`src/include/owbi_pkg.sv`:
```
// Operation
// - One command selects any of 32 levels.
// - Level code starts at full scale.
// - Code held in register; reset restores default.
// - Address byte then data byte; address compared.
// - Data bit7 ack request, 6:5 zero, 4:0 code.
// - Code maps to pseudo-logarithmic millivolt reference.
// - Bytes arrive most significant bit first.
// - Line already high needs no start interval.
// - End-of-stream interval closes each byte.
// - Bit value from two-to-one high/low ratio.
// - Bit measured falling edge to falling edge.
// - Acknowledge needs flag, address match, sixteen good bits.
// - After valid delay, pull line low briefly.
// - Serial mode needs long low inside window.
// - Chosen mode stays until shutdown.
// - Line low over 2.5 ms means shutdown.
package owbi_pkg;
  // ----------------------------------------------------------------
  // Clock and timing figures.
  // ----------------------------------------------------------------
  // Clock rate in kHz.
  localparam int CLK_KHZ = 40000;
  // End-of-stream time in ns.
  localparam int EOS_NS = 2000;
  // Serial-mode delay, low time and window in ns.
  localparam int SM_DELAY_NS = 100000;
  localparam int SM_LOW_NS = 260000;
  localparam int SM_WIN_NS = 1000000;
  // Shutdown low time in ns.
  localparam int SHDN_NS = 2500000;
  // Acknowledge valid delay and hold time in ns.
  localparam int ACK_VALID_NS = 2000;
  localparam int ACK_HOLD_NS = 512000;
  // Least times round up, longest times round down.
  localparam int EOS_CYC = (EOS_NS * (CLK_KHZ / 1000) + 999) / 1000;
  localparam int SM_DELAY_CYC = (SM_DELAY_NS * (CLK_KHZ / 1000) + 999)
    / 1000;
  localparam int SM_LOW_CYC = (SM_LOW_NS * (CLK_KHZ / 1000) + 999) / 1000;
  localparam int SM_WIN_CYC = SM_WIN_NS / 1000 * (CLK_KHZ / 1000);
  localparam int SHDN_CYC = (SHDN_NS / 1000) * (CLK_KHZ / 1000);
  localparam int ACK_VALID_CYC = ACK_VALID_NS * (CLK_KHZ / 1000) / 1000;
  localparam int ACK_HOLD_CYC = ACK_HOLD_NS / 1000 * (CLK_KHZ / 1000);
  // Width of the time counters.
  localparam int CNT_W = 17;
  // ----------------------------------------------------------------
  // Frame layout.
  // ----------------------------------------------------------------
  localparam int BYTE_W = 8;
  localparam int CODE_W = 5;
  localparam int MV_W = 8;
  localparam logic [7:0] DEV_ADDR = 8'h5a; // Arbitrary address value.
  localparam int ACKREQ_BIT = 7;
  localparam int SUBHI_BIT = 6;
  localparam int SUBLO_BIT = 5;
  localparam logic [4:0] CODE_FULL = 5'h1f;
  localparam logic [3:0] BITS_LAST = 4'h7;
  // Pseudo-logarithmic knee codes, step sizes and base levels.
  localparam logic [4:0] KNEE1 = 5'h0c;
  localparam logic [4:0] KNEE2 = 5'h17;
  localparam logic [7:0] MV_BASE1 = 8'h02;
  localparam logic [7:0] MV_STEP1 = 8'h03;
  localparam logic [7:0] MV_KNEE1 = 8'h26;
  localparam logic [7:0] MV_STEP2 = 8'h06;
  localparam logic [7:0] MV_KNEE2 = 8'h68;
  localparam logic [7:0] MV_STEP3 = 8'h0c;
  // Mode selection states.
  typedef enum logic [3:0] {
    OWBI_OFF = 4'b0001,
    OWBI_DETECT = 4'b0010,
    OWBI_PWM = 4'b0100,
    OWBI_SERIAL = 4'b1000
  } owbi_mode_t;
endpackage

```
`src/design/owbi_level_map.sv`:
```
`timescale 1ns/1ps
// Maps a level code onto its reference in millivolts.
module owbi_level_map
  import owbi_pkg::*;
(
  input wire logic clk,
  input wire logic arst_n,
  input wire logic clk_en,
  input wire logic [4:0] code,
  output logic [7:0] ref_mv
);
  // ----------------------------------------------------------------
  // State and next value.
  // ----------------------------------------------------------------
  typedef struct packed
  {
    logic [7:0] mv;
  } owbi_map_t;
  owbi_map_t st;
  owbi_map_t next_st;
  logic [7:0] c8;

  // Three linear segments with growing step size.
  always_comb
  begin
    c8 = {3'b000, code};
    next_st = st;
    if (code == '0)
      next_st.mv = '0;
    else if (code <= KNEE1)
      next_st.mv = 8'(MV_BASE1 + MV_STEP1 * c8);
    else if (code <= KNEE2)
      next_st.mv = 8'(MV_KNEE1 + MV_STEP2 * (c8 - {3'b000, KNEE1}));
    else
      next_st.mv = 8'(MV_KNEE2 + MV_STEP3 * (c8 - {3'b000, KNEE2}));
  end

  // Register the reference.
  always_ff @(posedge clk or negedge arst_n)
  begin
    if (!arst_n)
      st <= '0;
    else if (clk_en)
      st <= next_st;
  end

  assign ref_mv = st.mv;
endmodule

```
`src/design/owbi_receiver.sv`:
```
`timescale 1ns/1ps
// Single-wire brightness receiver with mode detection and acknowledge.
module owbi_receiver
  import owbi_pkg::*;
(
  input wire logic clk,
  input wire logic arst_n,
  input wire logic clk_en,
  input wire logic line_in,
  output logic line_out,
  output logic line_oe,
  output logic [4:0] level_code,
  output logic [7:0] feedback_reference,
  output logic serial_mode,
  output logic pwm_mode,
  output logic shutdown,
  output logic cmd_ok,
  output logic cmd_err
);
  // ----------------------------------------------------------------
  // Block state.
  // ----------------------------------------------------------------
  typedef struct packed
  {
    owbi_mode_t mode;     // Current mode selection.
    logic line_q;         // Line level one cycle ago.
    logic [CNT_W-1:0] low_cnt;  // Cycles line has been low.
    logic [CNT_W-1:0] high_cnt; // Cycles line has been high.
    logic [CNT_W-1:0] win_cnt;  // Cycles since detect window opened.
    logic [CNT_W-1:0] t_high;   // High part of the current bit.
    logic [CNT_W-1:0] t_lowpart; // Low part of the current bit.
    logic in_bit;         // A bit period is open.
    logic [7:0] shreg;    // Byte being assembled.
    logic [3:0] nbits;    // Bits in the current byte.
    logic byte_no;        // Zero for address, one for data.
    logic addr_ok;        // Address byte matched.
    logic bad;            // A ratio or framing fault seen.
    logic [4:0] code;     // Stored level code.
    logic ack_pend;       // Acknowledge waiting for valid delay.
    logic [CNT_W-1:0] ack_cnt; // Acknowledge timer.
    logic ack_on;         // Pull-down active.
    logic ok;             // Command accepted pulse.
    logic err;            // Command discarded pulse.
  } owbi_state_t;
  owbi_state_t st;
  owbi_state_t next_st;
  logic fall;
  logic rise;
  logic [7:0] nbyte;
  logic bit_one;
  logic bit_zero;
  logic [CNT_W-1:0] t_low;

  // Edges of the line; the line is taken as synchronous.
  assign fall = st.line_q && !line_in;
  assign rise = !st.line_q && line_in;

  // ----------------------------------------------------------------
  // Next-state logic.
  // ----------------------------------------------------------------
  // Decides mode, decodes bits, frames bytes and times acknowledge.
  always_comb
  begin
    next_st = st;
    next_st.line_q = line_in;
    next_st.ok = 1'b0;
    next_st.err = 1'b0;
    t_low = st.t_lowpart;
    // Bit value from high and low parts of the period; a spare bit
    // keeps the doubled time from wrapping on a long level.
    bit_one = ({1'b0, st.t_high} >= {t_low, 1'b0});
    bit_zero = ({1'b0, t_low} >= {st.t_high, 1'b0});
    nbyte = {st.shreg[6:0], bit_one};
    // Run time counters, saturating.
    if (line_in)
    begin
      next_st.low_cnt = '0;
      if (st.high_cnt != '1)
        next_st.high_cnt = st.high_cnt + 1'b1;
    end
    else
    begin
      next_st.high_cnt = '0;
      if (st.low_cnt != '1)
        next_st.low_cnt = st.low_cnt + 1'b1;
    end
    if (st.win_cnt != '1)
      next_st.win_cnt = st.win_cnt + 1'b1;
    // Track the high part, and keep the low part at the rising edge,
    // because the low counter clears as soon as the line is high.
    if (line_in)
      next_st.t_high = next_st.high_cnt;
    if (rise)
      next_st.t_lowpart = st.low_cnt;
    // Mode selection.
    unique case (st.mode)
      OWBI_OFF:
      begin
        // First rising edge enables and opens the window.
        if (rise)
        begin
          next_st.mode = OWBI_DETECT;
          next_st.win_cnt = '0;
        end
      end
      OWBI_DETECT:
      begin
        if (!line_in && st.low_cnt >= CNT_W'(SM_LOW_CYC)
            && st.win_cnt >= CNT_W'(SM_DELAY_CYC + SM_LOW_CYC))
          next_st.mode = OWBI_SERIAL;
        else if (st.win_cnt >= CNT_W'(SM_WIN_CYC))
          next_st.mode = OWBI_PWM;
      end
      OWBI_PWM:
        next_st.mode = OWBI_PWM;
      OWBI_SERIAL:
        next_st.mode = OWBI_SERIAL;
    endcase
    // Long low ends the mode and returns to shutdown.
    if (!line_in && !st.ack_on && st.low_cnt >= CNT_W'(SHDN_CYC))
    begin
      next_st.mode = OWBI_OFF;
      next_st.in_bit = 1'b0;
      next_st.nbits = '0;
      next_st.byte_no = 1'b0;
    end
    // Serial reception.
    if (st.mode == OWBI_SERIAL && !st.ack_on && !st.ack_pend)
    begin
      // A falling edge opens a bit, and closes the previous one.
      if (fall)
      begin
        if (st.in_bit)
        begin
          next_st.shreg = nbyte;
          next_st.nbits = st.nbits + 1'b1;
          if (!bit_one && !bit_zero)
            next_st.bad = 1'b1;
        end
        next_st.in_bit = 1'b1;
        next_st.t_high = '0;
      end
      // High for end-of-stream closes the byte with its last bit.
      else if (st.in_bit && line_in
               && st.high_cnt == CNT_W'(EOS_CYC))
      begin
        next_st.in_bit = 1'b0;
        next_st.nbits = '0;
        if (st.nbits != BITS_LAST || !bit_one && !bit_zero)
          next_st.bad = 1'b1;
        if (!st.byte_no)
        begin
          next_st.byte_no = 1'b1;
          next_st.addr_ok = (nbyte == DEV_ADDR);
        end
        else
        begin
          next_st.byte_no = 1'b0;
          next_st.bad = 1'b0;
          if (st.addr_ok && !st.bad && st.nbits == BITS_LAST
              && !nbyte[SUBHI_BIT] && !nbyte[SUBLO_BIT]
              && (bit_one || bit_zero))
          begin
            next_st.code = nbyte[CODE_W-1:0];
            next_st.ok = 1'b1;
            // Acknowledge only on request and full success.
            if (nbyte[ACKREQ_BIT])
            begin
              next_st.ack_pend = 1'b1;
              next_st.ack_cnt = '0;
            end
          end
          else
            next_st.err = 1'b1;
        end
      end
    end
    // Acknowledge timing after the last rising edge.
    if (st.ack_pend)
    begin
      next_st.ack_cnt = st.ack_cnt + 1'b1;
      if (st.ack_cnt + CNT_W'(EOS_CYC) >= CNT_W'(ACK_VALID_CYC))
      begin
        next_st.ack_pend = 1'b0;
        next_st.ack_on = 1'b1;
        next_st.ack_cnt = '0;
      end
    end
    else if (st.ack_on)
    begin
      next_st.ack_cnt = st.ack_cnt + 1'b1;
      if (st.ack_cnt >= CNT_W'(ACK_HOLD_CYC - 1))
      begin
        next_st.ack_on = 1'b0;
        next_st.ack_cnt = '0;
        next_st.low_cnt = '0;
      end
    end
  end

  // ----------------------------------------------------------------
  // State register.
  // ----------------------------------------------------------------
  // Reset restores the full-scale code and shutdown.
  always_ff @(posedge clk or negedge arst_n)
  begin
    if (!arst_n)
    begin
      st <= '0;
      st.mode <= OWBI_OFF;
      st.code <= CODE_FULL;
    end
    else if (clk_en)
      st <= next_st;
  end

  // Level map to millivolts.
  owbi_level_map i_owbi_level_map (
    .clk(clk),
    .arst_n(arst_n),
    .clk_en(clk_en),
    .code(st.code),
    .ref_mv(feedback_reference)
  );

  // ----------------------------------------------------------------
  // Outputs from flip-flops, except line_out tied low and the mode flags decoded from the mode register.
  // ----------------------------------------------------------------
  assign line_out = 1'b0;
  assign line_oe = st.ack_on;
  assign level_code = st.code;
  assign serial_mode = (st.mode == OWBI_SERIAL);
  assign pwm_mode = (st.mode == OWBI_PWM);
  assign shutdown = (st.mode == OWBI_OFF);
  assign cmd_ok = st.ok;
  assign cmd_err = st.err;
endmodule

```
`config.mk`:
```
export PLATFORM = sky130hd
export DESIGN_NAME = owbi_receiver
export DESIGN_NICKNAME = d
export VERILOG_FILES = /design/src/include/owbi_pkg.sv /design/src/design/owbi_level_map.sv /design/src/design/owbi_receiver.sv
export SDC_FILE = /design/constraint.sdc
export NUM_CORES = 1
export LEC_CHECK = 0
export ABC_AREA = 1
export BUFFER_PORTS_ARGS = -buffer_cell sky130_fd_sc_hd__clkbuf_2
export CAP_MARGIN = 10
export CORE_MARGIN = 5
export CORE_UTILIZATION = 45
export DETAILED_ROUTE_END_ITERATION = 16
export PLACE_DENSITY_LB_ADDON = 0.08
export SYNTH_ARGS = -nofsm -noshare
export SYNTH_HDL_FRONTEND = slang
export SYNTH_HIERARCHICAL = 1
export SYNTH_SLANG_ARGS = --single-unit
```
`constraint.sdc`:
```
create_clock -name clk -period 2.6 [get_ports clk]
set_input_delay 0.26 -clock clk [delete_from_list [all_inputs] [get_ports clk]]
set_output_delay 0.26 -clock clk [all_outputs]
set_load 0.005 [all_outputs]
```
Word level (Yosys, flattened, before mapping)
Index checks and enable logic that the tools add are counted.
{ "totals": {"input_bits": 4, "regBits": 140, "output_inout_bits": 20, "elab_cells": 157} }
{ "op_classes": {"order_cmp": 10, "n_mul": 3, "n_mux": 51, "bitwise": 2, "n_eq_ne": 17, "n_reduce_logical": 43, "addsub": 11} }
{ "ops": {"columns": ["cell", "count"], "rows": [
  ["$mux W17", 11],
  ["$mux W18", 4],
  ["$add A17 B1 Y17 const B", 4],
  ["$ne A17 B17 Y1 const B", 3],
  ["$mux W23", 2],
  ["$mux W39", 1],
  ["$ge A17 B18 Y1", 2],
  ["$ge A17 B14 Y1 const B", 2],
  ["$mux W34", 1],
  ["$mux W8", 4],
  ["$mux W30", 1],
  ["$mux W24", 1],
  ["$mux W4", 5],
  ["$mux W19", 1],
  ["$reduce_bool A3 Y1", 6],
  ["$add A17 B7 Y17 const B", 1],
  ["$eq A17 B7 Y1 const B", 1],
  ["$ge A17 B15 Y1 const B", 1],
  ["$ge A17 B16 Y1 const B", 1],
  ["$ge A17 B17 Y1 const B", 1],
  ["$ge A17 B7 Y1 const B", 1],
  ["$logic_and A1 B1 Y1", 16],
  ["$pmux W4 S4", 1],
  ["$mux W1", 12],
  ["other kinds (36)", 54]
]} }

Logic depth before layout (Yosys ltp)
{ "logic_depth": {"ltp_word": 13, "mapped_depth": 17, "depth_no_buf": 17} }

Cells and area by module
Netlist, hierarchy kept.
{ "modules_own_cells": {"columns": ["module", "instances", "seq_area_each_um2", "cells_per_inst", "area_each_um2"], "rows": [
  ["owbi_receiver", 1, 3285.7, 1257, 8951.1],
  ["owbi_level_map", 1, 200.2, 215, 1390.1]
]} }

Worst setup path before layout
No wires, ideal clock.
{ "synth_path": {"path_type": "reg2reg", "from": "register level_code[2] (netlist name)", "to": "register i_owbi_level_map.st, in the netlist i_owbi_level_map/ref_mv[6]", "t_required_ps": 2484, "path_stages_with_launch": 16, "arrival_ps": 2201, "period_less_slack_ps": 2317, "setup_time_ps": 116, "path_buffers": 0, "setup_slack_ps": 283, "path_cell_list": "dfstp_2 ha_1 inv_1 ha_1 inv_1 ha_1 a21oi_1 nand2_1 nand2_1 nand2_2 nor2_1 nor2_1 nor2_1 nand2_1 nand2_1 nand2_1"} }
{ "synth_between": {"elab_chain_len": 6, "elab_cells_between_ends": 14, "classes_between": "add/sub: 5; mul: 3; order compare: 2; mux: 3; reduce/logical: 1"} }
{ "synth_rtl": {"columns": ["element", "line_no", "rtl"], "rows": [
  ["$sub A5 B5 Y6 or $sub A5 B4 Y6 (tied branches)", "owbi_level_map.sv:35, owbi_level_map.sv:33", null],
  ["$mul A2 B8 Y6 or $mul A2 B8 Y7 (tied branches)", "owbi_level_map.sv:35, owbi_level_map.sv:33", null],
  ["$add A7 B8 Y8 or $add A6 B8 Y8 (tied branches)", "owbi_level_map.sv:35, owbi_level_map.sv:33", null],
  ["$mux W8", "owbi_level_map.sv:32", "else if (code <= KNEE2)"],
  ["$mux W8", "owbi_level_map.sv:30", "else if (code <= KNEE1)"],
  ["$mux W8 (*)", "owbi_level_map.sv:28", "if (code == '0)"],
  ["end signal: assignment", "owbi_level_map.sv:44", "st <= next_st;"],
  ["end: declaration", "owbi_level_map.sv:19", "owbi_map_t st;"]
]} }
Mark *: on every way between the ends. The rest lies on a longest branch, timed or not.
A chain may end at the register's enable or synchronous reset.

Final worst setup path
{ "layout_path": {"from": "register level_code[2] (netlist name)", "to": "register i_owbi_level_map.st, in the netlist i_owbi_level_map/ref_mv[7]"} }
{ "layout_between": {"elab_chain_len": 6, "elab_cells_between_ends": 14, "classes_between": "add/sub: 5; mul: 3; order compare: 2; mux: 3; reduce/logical: 1"} }
{ "layout_rtl": {"columns": ["element", "line_no"], "rows": [
  ["$sub A5 B5 Y6 or $sub A5 B4 Y6 (tied branches)", "owbi_level_map.sv:35, owbi_level_map.sv:33"],
  ["$mul A2 B8 Y6 or $mul A2 B8 Y7 (tied branches)", "owbi_level_map.sv:35, owbi_level_map.sv:33"],
  ["$add A7 B8 Y8 or $add A6 B8 Y8 (tied branches)", "owbi_level_map.sv:35, owbi_level_map.sv:33"],
  ["$mux W8", "owbi_level_map.sv:32"],
  ["$mux W8", "owbi_level_map.sv:30"],
  ["$mux W8 (*)", "owbi_level_map.sv:28"]
]} }
Marks and branches as above.

==> impl_metrics.py <==
metrics = {
    "logic_synthesis": {
        "ys_seq_area_share_pct": 33.7,
        "async_reset_ff_share_pct": 100,
        "synth-main-ff-cell": "dfrtp_1",
        "netlist_area_sq_um": 10300,
        "synth.yosys.warnings": 6,
        "syn_nets": 1545,
        "syn_inst": 1472,
        "ys_ff_latch": 139,
        "synth-edff-count": 0,
        "avgSynthCellArea_sq_um": 7.03,
        "synth_cell_types": 56,
    },
    "sta": {
        "min_period_over_period_pct": 90.7,
        "worst_pin_slew_ns": 0.589,
        "hold_slack_ns": 0.225,
        "setup_viol": 0,
        "fin_worst_skew_ns": 0.0138,
        "fin_tns_setup_ns": 0,
        "slew_headroom_pct": 60.5,
        "final.min_clock_period_ns": 2.36,
        "fmax_ghz": 0.424,
        "drv_slew": 0,
        "worst_slack_ns": 0.242,
        "rsz0062_at_grt": "false",
        "hold_violations": 0,
    },
    "place": {
        "dp_hpwl_um": 21200,
        "place_congestion": 0.889,
        "dpl_cell_area_sq_um": 10800,
        "dp_slack_ns": 0.230,
        "portBuffers": 22,
    },
    "run": {
        "cap_violations": 0,
    },
    "finish": {
        "seq_area_sq_um": 3490,
        "drive_above_1_share_pct": 10.5,
        "fin_nets": 1569,
        "fin_area_sq_um": 11400,
        "n_antenna_cell": 0,
        "multi_input_area_sq_um": 5860,
        "nFillCells": 2268,
        "syn_to_final_growth_pct": 10.4,
    },
    "routing": {
        "firstDrtPassIters": 5,
        "drt_first_iter_violations": 699,
        "vias": 9516,
        "wirelength_um": 27700,
        "drc_errors": 0,
        "viasPerCell": 5.31,
        "antenna_left": 0,
        "wl_per_cell_um": 15.5,
    },
    "floorplan": {
        "die_h_um": 162,
        "row_count": 55,
        "io_pins": 24,
        "coreArea_sq_um": 22600,
        "start_util_pct": 45.7,
        "die_w_um": 162,
        "die_area_sq_um": 26100,
    },
    "clocking": {
        "worstSkewPairLatency_ns": 0.43,
        "cts_tree": "built",
        "cts-root-buf": "clkbuf_16",
        "cts_buffers": 17,
        "clk_pin_slew_ns": 0.06,
        "clock_path_buffers": 2,
        "clock_sinks": 139,
        "htreeDepth": 4,
    },
    "global_routing": {
        "grt_pass1_wl_um": 46500,
        "grt_pass1_vias": 9175,
        "grt_max_degree": 52,
        "grtUsageTotal_pct": 21.8,
        "antenna_found_initial": 0,
        "grt.overflow.total": 0,
    },
    "critical_path": {
        "cp_max_fo": 5,
        "path_class": "reg -> reg",
        "cp.required_ns": 2.92,
        "crit_arrival_ns": 2.68,
        "end_kind": "flop",
        "cp-start-kind": "flop",
    },
    "power_and_ir_drop": {
        "p_leak_nw": 5.51,
        "vdd_drop_max_mv": 0.287,
        "power.density_nw_per_um2": 512,
    },
    "worst_hold_path": {
        "hp-class": "in -> reg",
    },
    "status": {
        "status": "finished, final reports clean",
    },
}
## worst max-delay path, cell delays in order, from the launching register on
cell and delay, ns:
dfstp_2 0.57, ha_2 0.21, inv_1 0.05, ha_1 0.27
inv_1 0.05, ha_1 0.35, nand2_1 0.09, o21a_1 0.19
nand2_1 0.08, nand3b_1 0.11, nand3_1 0.07, nand2_1 0.06
inv_1 0.04, nand2_1 0.05, nand2_1 0.04
## final timing paths
path | slack [ns] | cells past startpoint | endpoint | start
worst min-delay path | 0.23 | 2 | st[65]$_DFFE_PN0P_ | clk_en
worst max-delay path | 0.24 | 14 | i_owbi_level_map/ref_mv[7]$_DFFE_PN0P_ | level_code[2]$_DFFE_PN1P_
min in group asynchronous | 0.33 | 2 | st[102]$_DFFE_PN0P_ | arst_n
worst max register to register | 0.24 | 14 | i_owbi_level_map/ref_mv[7]$_DFFE_PN0P_ | level_code[2]$_DFFE_PN1P_
max in group asynchronous | 1.53 | 3 | t_low[1]$_DFFE_PN0P_ | arst_n
worst min register to register | 0.48 | 2 | i_owbi_level_map/ref_mv[4]$_DFFE_PN0P_ | i_owbi_level_map/ref_mv[4]$_DFFE_PN0P_
## registers in the layout, indices dropped and copies added, names as in the netlist
| name | count |
|---|---|
| st | 99 |
| t_low | 17 |
| i_owbi_level_map/ref_mv | 8 |
| nbyte | 7 |
| level_code | 5 |
| cmd_err | 1 |
| cmd_ok | 1 |
| line_oe | 1 |
## area by class of cell
cell class	count	area share (%)
clock inverter	12	1.19
timing repair buffer	51	3.28
inverter	201	6.61
sequential	139	30.5
clock buffer	19	3.97
tap	285	3.12
multi-input combinational	1086	51.3
## power breakdown
part	internal, mW	switching (mW)	leakage [nW]
Sequential	2.30	0.138	1.83
Combinational	0.308	0.626	3.40
Clock	1.47	1.00	0.283
Total	4.08	1.77	5.51
## cells in the mapped netlist, types with 21 or more instances
cell / n / area (sq um)
o21ai_0: 122 / 611
nor2_1: 111 / 417
xor2_1: 32 / 280
nand2_2: 21 / 131
a21oi_1: 55 / 275
nand2_1: 388 / 1460
inv_1: 182 / 683
nand3_1: 108 / 541
o21ai_1: 25 / 125
ha_1: 67 / 838
dfrtp_1: 133 / 3330
nor3_1: 24 / 120
nand4_1: 32 / 200
## placed cells by master (no fill, tap or decap), types with 4 or more instances in the layout
master	n
inv_6	5
o21ai_1	25
buf_4	25
nor2_2	10
inv_2	16
clkbuf_2	21
o21a_1	4
dfrtp_1	133
o211ai_1	15
nor2_1	110
clkbuf_16	17
dfstp_2	6
o21ai_0	122
inv_1	182
nor3_1	24
nor4_1	13
a31oi_1	7
nand2_2	21
xor2_1	32
nand3_1	108
nand3b_1	5
a21oi_1	54
nand3_2	4
ha_1	65
nand4_1	32
nand2_1	388
## timing repair
item | in CTS | in global routing
setup endpoints to repair | 0 | 9
buffers inserted | 0 | 0
hold endpoints to repair | 47 | 0
hold buffers | 1 | 0
gates resized for setup | 0 | 4
## layer usage
metal	vias to the layer above	GRT usage [%]	wire, um
met4	0	4.92	386
met1	4460	30.9	13700
met3	33	3.29	948
li1	4858	-	-
met5	-	0	0
met2	165	35.5	12700
## cells by family after synthesis
| logic type | share of synthesized area [%] |
|---|---|
| adders and majority gates | 8.49 |
| buffers and inverters | 9.74 |
| AOI/OAI and AO/OA | 13.0 |
| and+or+nand+nor | 32.1 |
| xor gates and xnor gates | 2.95 |
| other | 0.0363 |
| DFF | 33.7 |
## metrics by stage
| stage | utilization [%] | total power, mW | cells |
|---|---|---|---|
| floorplan | - | 3.08 | 1472 |
| global placement | 47.7 | 3.39 | 1761 |
| detailed placement | 47.7 | 3.40 | 1761 |
| CTS | 50.4 | 5.91 | 1793 |
| global route | 50.4 | 6.18 | 1793 |
| finish | 50.4 | 5.84 | 1793 |
No activity file was read; power rests on OpenSTA's default activity.
